### config.mk
export PLATFORM = sky130hd
export DESIGN_NAME = btc_device_flat
export DESIGN_NICKNAME = d
export VERILOG_FILES = /design/src/include/btc_pkg.sv /design/src/include/btc_if.sv /design/src/rtl/btc_device.sv /design/src/flat_wrapper.sv
export SDC_FILE = /design/constraint.sdc
export NUM_CORES = 1
export LEC_CHECK = 0
export BUFFER_PORTS_ARGS = -buffer_cell sky130_fd_sc_hd__clkbuf_2
export CORE_MARGIN = 3
export CORE_UTILIZATION = 30
export CTS_BUF_LIST = sky130_fd_sc_hd__clkbuf_8 sky130_fd_sc_hd__clkbuf_16
export CTS_CLUSTER_DIAMETER = 50
export DETAILED_ROUTE_END_ITERATION = 7
export GPL_TIMING_DRIVEN = 0
export PLACE_DENSITY_LB_ADDON = 0.3
export RECOVER_POWER = 25
export SLEW_MARGIN = 15
export SYNTH_ARGS = -nofsm -noshare
export SYNTH_HDL_FRONTEND = slang
export SYNTH_SLANG_ARGS = --single-unit
### constraint.sdc
create_clock -name clock -period 2.1 [get_ports clock]
set_input_delay 0.21 -clock clock [delete_from_list [all_inputs] [get_ports clock]]
set_output_delay 0.21 -clock clock [all_outputs]
set_load 0.02 [all_outputs]
### src/include/btc_pkg.sv
package btc_pkg;
  // termination outcomes
  typedef enum logic [2:0] {
    BTC_OUT_NONE   = 3'b000,
    BTC_OUT_NORMAL = 3'b001,
    BTC_OUT_HALT   = 3'b010,
    BTC_OUT_BUS_ERROR_IN   = 3'b011,
    BTC_OUT_RETRY  = 3'b100
  } btc_outcome_t;

  // device-side cycle states, gray along idle-wait-check-close
  typedef enum logic [2:0] {
    BTC_ST_IDLE   = 3'b000,
    BTC_ST_WAIT   = 3'b001,
    BTC_ST_CHECK  = 3'b011,
    BTC_ST_CLOSE  = 3'b010,
    BTC_ST_HALTED = 3'b110,
    BTC_ST_RETRY  = 3'b111
  } btc_state_t;

  // partner-side response modes
  typedef enum logic [2:0] {
    BTC_RSP_NORMAL  = 3'b000,
    BTC_RSP_HALT    = 3'b001,
    BTC_RSP_BUS_ERROR_IN    = 3'b010,
    BTC_RSP_LATEBE  = 3'b011,
    BTC_RSP_RETRY   = 3'b100,
    BTC_RSP_LATERT  = 3'b101,
    BTC_RSP_TIMEOUT = 3'b110
  } btc_rsp_t;

  // states between first and second sample (state n to n+2)
  localparam int unsigned BTC_SAMPLE_GAP   = 2;
  localparam logic [1:0]  BTC_ACK_NONE     = 2'h0;
  localparam logic [1:0]  BTC_ACK_RST      = 2'h0;
  localparam int unsigned BTC_WDOG_DEFAULT = 16;
  localparam int unsigned BTC_WAIT_DEFAULT = 1;
endpackage

### src/include/btc_if.sv
`timescale 1ns/1ps
interface btc_if;
  logic       address_strobe;
  logic [1:0] size_ack_pair;
  logic       bus_error_in;
  logic       halt_in;

  modport dev (
    output address_strobe,
    input  size_ack_pair,
    input  bus_error_in,
    input  halt_in
  );
  modport term (
    input  address_strobe,
    output size_ack_pair,
    output bus_error_in,
    output halt_in
  );
endinterface

### src/rtl/btc_device.sv
`timescale 1ns/1ps
module btc_device
  import btc_pkg::*;
#(
  parameter int unsigned ADDR_W = 32,
  parameter int unsigned FC_W   = 3
) (
  input  wire logic              clock,
  input  wire logic              rstn,
  input  wire logic              clk_en,
  btc_if.dev                     bus,
  input  wire logic              req_valid,
  input  wire logic [ADDR_W-1:0] req_addr,
  input  wire logic [FC_W-1:0]   req_fc,
  input  wire logic [1:0]        req_size,
  input  wire logic              req_prefetch,
  input  wire logic              req_cache_fill,
  input  wire logic              use_prefetch,
  input  wire logic              flow_change,
  output logic                   req_ready,
  output logic                   cycle_done,
  output btc_outcome_t           outcome,
  output logic                   bus_error_exc,
  output logic                   abort_instr,
  output logic                   cache_invalidate,
  output logic                   prefetch_err_pending,
  output logic                   halted,
  output logic                   retrying,
  output logic [ADDR_W-1:0]      cur_addr,
  output logic [FC_W-1:0]        cur_fc,
  output logic [1:0]             cur_size
);
  // ----------------------------------------
  // state and captured access
  // ----------------------------------------
  btc_state_t   state_q, state_d;
  logic [1:0]   ack_n_q;
  logic         be_n_q, halt_n_q;
  logic         pf_q, fill_q;
  logic         as_q;
  logic         pend_q;
  btc_outcome_t out_q;
  logic         done_q, exc_q, inv_q;

  // ----------------------------------------
  // decode
  // ----------------------------------------
  wire ack_now   = bus.size_ack_pair != BTC_ACK_NONE;
  wire ack_seen  = ack_n_q != BTC_ACK_NONE;
  wire be_now    = bus.bus_error_in;
  wire halt_now  = bus.halt_in;
  // first sample resolved: ack or error seen at state n
  wire start_chk = ack_now | be_now;
  // combine n and n+2 samples
  wire be_any    = be_n_q | be_now;
  wire halt_any  = halt_n_q | halt_now;
  wire is_retry  = be_any & halt_any;
  wire is_bus_error_in   = be_any & ~halt_any;
  wire is_halt   = ~be_any & halt_n_q & ack_seen;
  // priority: retry over error over halt over normal
  wire btc_outcome_t dec_out = is_retry ? BTC_OUT_RETRY :
                               is_bus_error_in  ? BTC_OUT_BUS_ERROR_IN  :
                               is_halt  ? BTC_OUT_HALT  :
                                          BTC_OUT_NORMAL;
  wire inputs_clear = ~be_now & ~halt_now;
  wire bus_error_in_close   = state_q == BTC_ST_CHECK && dec_out == BTC_OUT_BUS_ERROR_IN;
  wire exc_now      = bus_error_in_close & ~pf_q;
  wire pend_set     = bus_error_in_close & pf_q;
  // prefetched error fires only when used and not flushed
  wire pend_fire    = pend_q & use_prefetch & ~flow_change;

  always_comb begin
    state_d = state_q;
    case (state_q)
      BTC_ST_IDLE: begin
        if (req_valid & ~halt_now) begin
          state_d = BTC_ST_WAIT;
        end
      end
      BTC_ST_WAIT: begin
        if (start_chk) begin
          state_d = BTC_ST_CHECK;
        end
      end
      BTC_ST_CHECK: begin
        state_d = BTC_ST_CLOSE;
      end
      BTC_ST_CLOSE: begin
        if (out_q == BTC_OUT_RETRY) begin
          state_d = BTC_ST_RETRY;
        end else if (out_q == BTC_OUT_HALT || halt_now) begin
          state_d = BTC_ST_HALTED;
        end else begin
          state_d = BTC_ST_IDLE;
        end
      end
      BTC_ST_HALTED: begin
        if (~halt_now) begin
          state_d = BTC_ST_IDLE;
        end
      end
      BTC_ST_RETRY: begin
        if (inputs_clear) begin
          state_d = BTC_ST_WAIT;
        end
      end
      default: begin
        state_d = BTC_ST_IDLE;
      end
    endcase
  end

  wire take_req = state_q == BTC_ST_IDLE && state_d == BTC_ST_WAIT;
  wire as_d     = state_d == BTC_ST_WAIT || state_d == BTC_ST_CHECK;

  // ----------------------------------------
  // registers
  // ----------------------------------------
  always_ff @(posedge clock or negedge rstn) begin
    if (!rstn) begin
      state_q  <= BTC_ST_IDLE;
      ack_n_q  <= BTC_ACK_RST;
      be_n_q   <= 1'b0;
      halt_n_q <= 1'b0;
      as_q     <= 1'b0;
      out_q    <= BTC_OUT_NONE;
      done_q   <= 1'b0;
      exc_q    <= 1'b0;
      inv_q    <= 1'b0;
    end else if (clk_en) begin
      state_q <= state_d;
      as_q    <= as_d;
      if (state_q == BTC_ST_WAIT && start_chk) begin
        ack_n_q  <= bus.size_ack_pair;
        be_n_q   <= be_now;
        halt_n_q <= halt_now;
      end
      if (state_q == BTC_ST_CHECK) begin
        out_q <= dec_out;
      end
      done_q <= state_q == BTC_ST_CHECK;
      exc_q  <= exc_now | pend_fire;
      inv_q  <= bus_error_in_close & fill_q;
    end
  end

  // access information kept for an identical retry
  always_ff @(posedge clock or negedge rstn) begin
    if (!rstn) begin
      cur_addr <= '0;
      cur_fc   <= '0;
      cur_size <= 2'h0;
      pf_q     <= 1'b0;
      fill_q   <= 1'b0;
    end else if (clk_en && take_req) begin
      cur_addr <= req_addr;
      cur_fc   <= req_fc;
      cur_size <= req_size;
      pf_q     <= req_prefetch;
      fill_q   <= req_cache_fill;
    end
  end

  // pending prefetch fault; a new one wins over a flush
  always_ff @(posedge clock or negedge rstn) begin
    if (!rstn) begin
      pend_q <= 1'b0;
    end else if (clk_en) begin
      if (pend_set) begin
        pend_q <= 1'b1;
      end else if (flow_change | use_prefetch) begin
        pend_q <= 1'b0;
      end
    end
  end

  // outputs straight from flops
  always_ff @(posedge clock or negedge rstn) begin
    if (!rstn) begin
      req_ready            <= 1'b0;
      halted               <= 1'b0;
      retrying             <= 1'b0;
    end else if (clk_en) begin
      req_ready            <= state_d == BTC_ST_IDLE;
      halted               <= state_d == BTC_ST_HALTED;
      retrying             <= state_d == BTC_ST_RETRY;
    end
  end

  assign bus.address_strobe   = as_q;
  assign cycle_done           = done_q;
  assign outcome              = out_q;
  assign bus_error_exc        = exc_q;
  assign abort_instr          = exc_q;
  assign cache_invalidate     = inv_q;
  assign prefetch_err_pending = pend_q;
endmodule

### src/flat_wrapper.sv
// flat-port wrapper written by rule: the top's interface ports become plain ports
module btc_device_flat import btc_pkg::*;
#(
  parameter int unsigned ADDR_W = 32,
  parameter int unsigned FC_W   = 3
)
  (clock, rstn, clk_en, req_valid, req_addr, req_fc, req_size, req_prefetch, req_cache_fill, use_prefetch, flow_change, req_ready, cycle_done, outcome, bus_error_exc, abort_instr, cache_invalidate, prefetch_err_pending, halted, retrying, cur_addr, cur_fc, cur_size, bus_address_strobe, bus_size_ack_pair, bus_bus_error_in, bus_halt_in);
  btc_if bus_i ();
  input  wire logic clock;
  input  wire logic rstn;
  input  wire logic clk_en;
  input  wire logic req_valid;
  input  wire logic [ADDR_W-1:0] req_addr;
  input  wire logic [FC_W-1:0] req_fc;
  input  wire logic [1:0] req_size;
  input  wire logic req_prefetch;
  input  wire logic req_cache_fill;
  input  wire logic use_prefetch;
  input  wire logic flow_change;
  output logic req_ready;
  output logic cycle_done;
  output btc_outcome_t outcome;
  output logic bus_error_exc;
  output logic abort_instr;
  output logic cache_invalidate;
  output logic prefetch_err_pending;
  output logic halted;
  output logic retrying;
  output logic [ADDR_W-1:0] cur_addr;
  output logic [FC_W-1:0] cur_fc;
  output logic [1:0] cur_size;
  output wire logic [$bits(bus_i.address_strobe)-1:0] bus_address_strobe;
  input wire logic [$bits(bus_i.size_ack_pair)-1:0] bus_size_ack_pair;
  input wire logic [$bits(bus_i.bus_error_in)-1:0] bus_bus_error_in;
  input wire logic [$bits(bus_i.halt_in)-1:0] bus_halt_in;
  assign bus_address_strobe = bus_i.address_strobe;
  assign bus_i.size_ack_pair = bus_size_ack_pair;
  assign bus_i.bus_error_in = bus_bus_error_in;
  assign bus_i.halt_in = bus_halt_in;
  btc_device #(.ADDR_W(ADDR_W), .FC_W(FC_W)) u_core (.clock(clock), .rstn(rstn), .clk_en(clk_en), .bus(bus_i), .req_valid(req_valid), .req_addr(req_addr), .req_fc(req_fc), .req_size(req_size), .req_prefetch(req_prefetch), .req_cache_fill(req_cache_fill), .use_prefetch(use_prefetch), .flow_change(flow_change), .req_ready(req_ready), .cycle_done(cycle_done), .outcome(outcome), .bus_error_exc(bus_error_exc), .abort_instr(abort_instr), .cache_invalidate(cache_invalidate), .prefetch_err_pending(prefetch_err_pending), .halted(halted), .retrying(retrying), .cur_addr(cur_addr), .cur_fc(cur_fc), .cur_size(cur_size));
endmodule
==> run_results.csv <==
group,metric,value,unit
setup_path,cp.required,2300,ps
place,placed_area,2992,sq um
power_and_ir_drop,pwr-share-seq,38.9,%
setup_path,crit_start,"u_core.state_q[1]",
timing,max_freq,572.1,MHz
setup_path,crit_path_max_incr_delay,370,ps
global_route,grt.overflow.total,0,
setup_path,critical_path.max_fanout,10,
floorplanning,die_x,94.79,microns
place,place_congestion,0.7791,
synth,syn_area,2365,sq um
setup_path,reg2reg_depth,6,
floorplanning,io_pins,98,
setup_path,crit_type,"reg2reg",
final_layout,mostFrequentLayoutCells,"clkbuf_2, dfrtp_1, mux2_2",
timing,relSlewSlack,41.67,%
global_route,track_usage,11.70,%
min_path,holdPathStages,2,
synth,synth_async_sr_flop_share,100.0,%
setup_path,cp_common_cell,"buf_6",
drt,drc,0,
global_route,antenna_found_initial,0,
clock_tree,clk_path_buf_depth,2,
timing,report.final.slew_viol_count,0,
timing,min_period,1748,ps
setup_path,path_cells,"buf_6 -> nor3b_4 -> nand4_1 -> buf_4 -> buf_6 -> mux2_4",
setup_path,arrival,1950,ps
place,dp_hpwl,3700,microns
drt,drt_iter0_markers,49,
clock_tree,root_buffer,"clkbuf_8",
power_and_ir_drop,power.switching,1.697,mW
clock_tree,numCtsBuffers,9,
clock_tree,cts_tree,"done",
floorplanning,start_util,31.75,%
timing,hold_viol_final,0,
drt,drt-wirelength-per-cell,13.17,microns
setup_path,r2r-end,"u_core.cur_addr[30]",
timing,finalSetupTns,0,ps
final_layout,areaGrowthSynthToFinish,35.93,%
synth,ys_types,34,
clock_tree,htree_levels,3,
floorplanning,fp.dieArea,8984,sq um
drt,drtAntennaViolNets,0,
synth,yosysSeqAreaShare,60.32,%
timing,fin_skew,8.672,ps
drt,dr_total_vias,1690,
setup_path,end_kind,"flip-flop",
final_layout,nets,324,
synth,synth_flop_cell,"dfrtp_1",
floorplanning,num_rows,31,
clock_tree,path_clk_slew,70,ps
power_and_ir_drop,p_total,4.796,mW
min_path,hp-start,"req_addr[27]",
synth,yosysWarnings,0,
clock_tree,clkSinkCount,57,
power_and_ir_drop,peakVddDrop,590.6,uV
final_layout,drive_above_1_share,58.57,%
min_path,hp-class,"in2reg",
min_path,worst_hold_path.endpoint,"u_core.cur_addr[27]",
global_route,grt_max_degree,43,
run_status,status,"completed",
global_route,grt_pass1_wl,8045,microns
global_route,grt_pass1_vias,1669,
place,port_buffers,96,
timing,tightest_slew,874.9,ps
timing,rsz0062_at_grt,"false",
floorplanning,dieHeight,94.79,microns
clock_tree,clkLatencyLatePin,320,ps
final_layout,finish.instance_area,3214,sq um
job,maxCapViolCount,0,
setup_path,reg2reg_from,"u_core.state_q[1]",
timing,fin_crit_sh,83.24,%
floorplanning,core_area,7447,sq um
power_and_ir_drop,leakagePower,1.676,nW
power_and_ir_drop,p_sw_share,35.38,%
setup_path,cp_slowest_cell,"dfrtp_1",
clock_tree,cts_setup_buffers,0,
power_and_ir_drop,power_frac_clock,24.0,%
drt,wl,4990,microns
final_layout,mostFrequentLayoutCell,"clkbuf_2",
synth,avgSynthCellArea,14.25,sq um
timing,setup_viol,0,
power_and_ir_drop,comb_power_share,37.1,%
synth,synth_edf_count,0,
drt,viasPerCell,4.459,
power_and_ir_drop,internal_power,3.099,mW
setup_path,critPathLaunchType,"flip-flop",
final_layout,diodes,0,
synth,syn_nets,215,
drt,drt_first_pass_iters,4,
synth,netlist_instances,166,
setup_path,r2r_setup_slack,350,ps
power_and_ir_drop,power_density,1492,nW/um^2
synth,ys_ff_latch,57,
## sequential cells by signal, summed over array words and instances, names as in the netlist
signal                       cells
u_core.cur_addr                 32
u_core.cur_fc                    3
u_core.outcome                   3
u_core.state_q                   3
u_core.ack_n_q                   2
u_core.cur_size                  2
u_core.abort_instr               1
u_core.be_n_q                    1
u_core.bus.address_strobe        1
u_core.cache_invalidate          1
u_core.cycle_done                1
u_core.fill_q                    1
u_core.halt_n_q                  1
u_core.halted                    1
u_core.pf_q                      1
u_core.prefetch_err_pending      1
u_core.req_ready                 1
u_core.retrying                  1
## kinds of logic (layout without fill, tap and decap cells)
group / Yosys count / after routing / share of synthesized area [%]
compound gates: 30 / 30 / 8.783
xor+xnor: 1 / 1 / 0.3704
buf+inv: 12 / 126 / 3.015
simple gates: 23 / 23 / 5.450
flops: 57 / 57 / 60.32
mux: 43 / 43 / 22.06
## Yosys cell counts, drive strengths merged, types with 2 or more instances
cell type  number  area [sq um]
a21boi          3         22.52
a21o            2         15.01
a21oi           7         35.03
a22o            2         17.52
buf             7         52.54
dfrtp          57          1426
inv             4         15.01
mux2           43         521.8
nand2           6         22.52
nor2            6         22.52
nor3            3         15.01
o21ai           6         30.03
o31ai           2         15.01
## metal layers
layer	up-vias	GRT usage (%)	routed length [microns]
met1	800	15.46	2150
li1	821	-	-
met5	-	0	0
met2	60	17.62	2393
met3	9	2.948	333
met4	0	6.130	112
## cell type report
class	instances	area [sq um]
Buffer	7	52.55
Clock buffer	11	151.4
Clock inverter	5	77.57
Fill cell	754	4233
Inverter	5	18.77
Multi-Input combinational cell	97	867.1
Sequential cell	57	1426
Tap cell	99	123.9
Timing Repair Buffer	98	496.7
## per-stage QoR
step           instances  setup slack, ps  hold WS [ps]  util (%)
2_1_floorplan        166            526.3        -85.59         -
3_3_place_gp         361            316.5         443.1     39.87
3_5_place_dp         362            337.5         121.3     40.17
4_1_cts              379            310.9         89.53     43.38
5_1_grt              379            110.6         91.04     43.16
6_report             379            352.0         115.0     43.16
## worst max-delay path, delay by kind of cell, from the launching register on
kind	cells	cell delay, ps
buffers and inverters	3	540
DFF	1	370
muxes	1	300
and+or+nand+nor	2	410
## repair_timing
| item | CTS | global route |
|---|---|---|
| resized for setup | 0 | 0 |
| endpoints found under the hold margin | 15 | 0 |
| hold buffers | 1 | 0 |
## power groups by stage
stage | clock network (mW) | registers [mW] | logic, mW
finish | 1.15 | 1.86 | 1.78
global route | 1.26 | 1.93 | 1.93
CTS | 1.21 | 1.87 | 1.82
detailed placement | 0 | 1.88 | 1.82
global placement | 0 | 1.87 | 1.79
floorplan | 0 | 2.35 | 0.705
## worst max-delay path by stage
stage / end
floorplan: u_core.cur_addr[21]
global placement: u_core.cur_addr[23]
detailed placement: u_core.cur_addr[30]
CTS: u_core.cur_addr[30]
global route: u_core.cur_addr[7]
finish: u_core.cur_addr[30]
(Power assumes the default switching activity.)
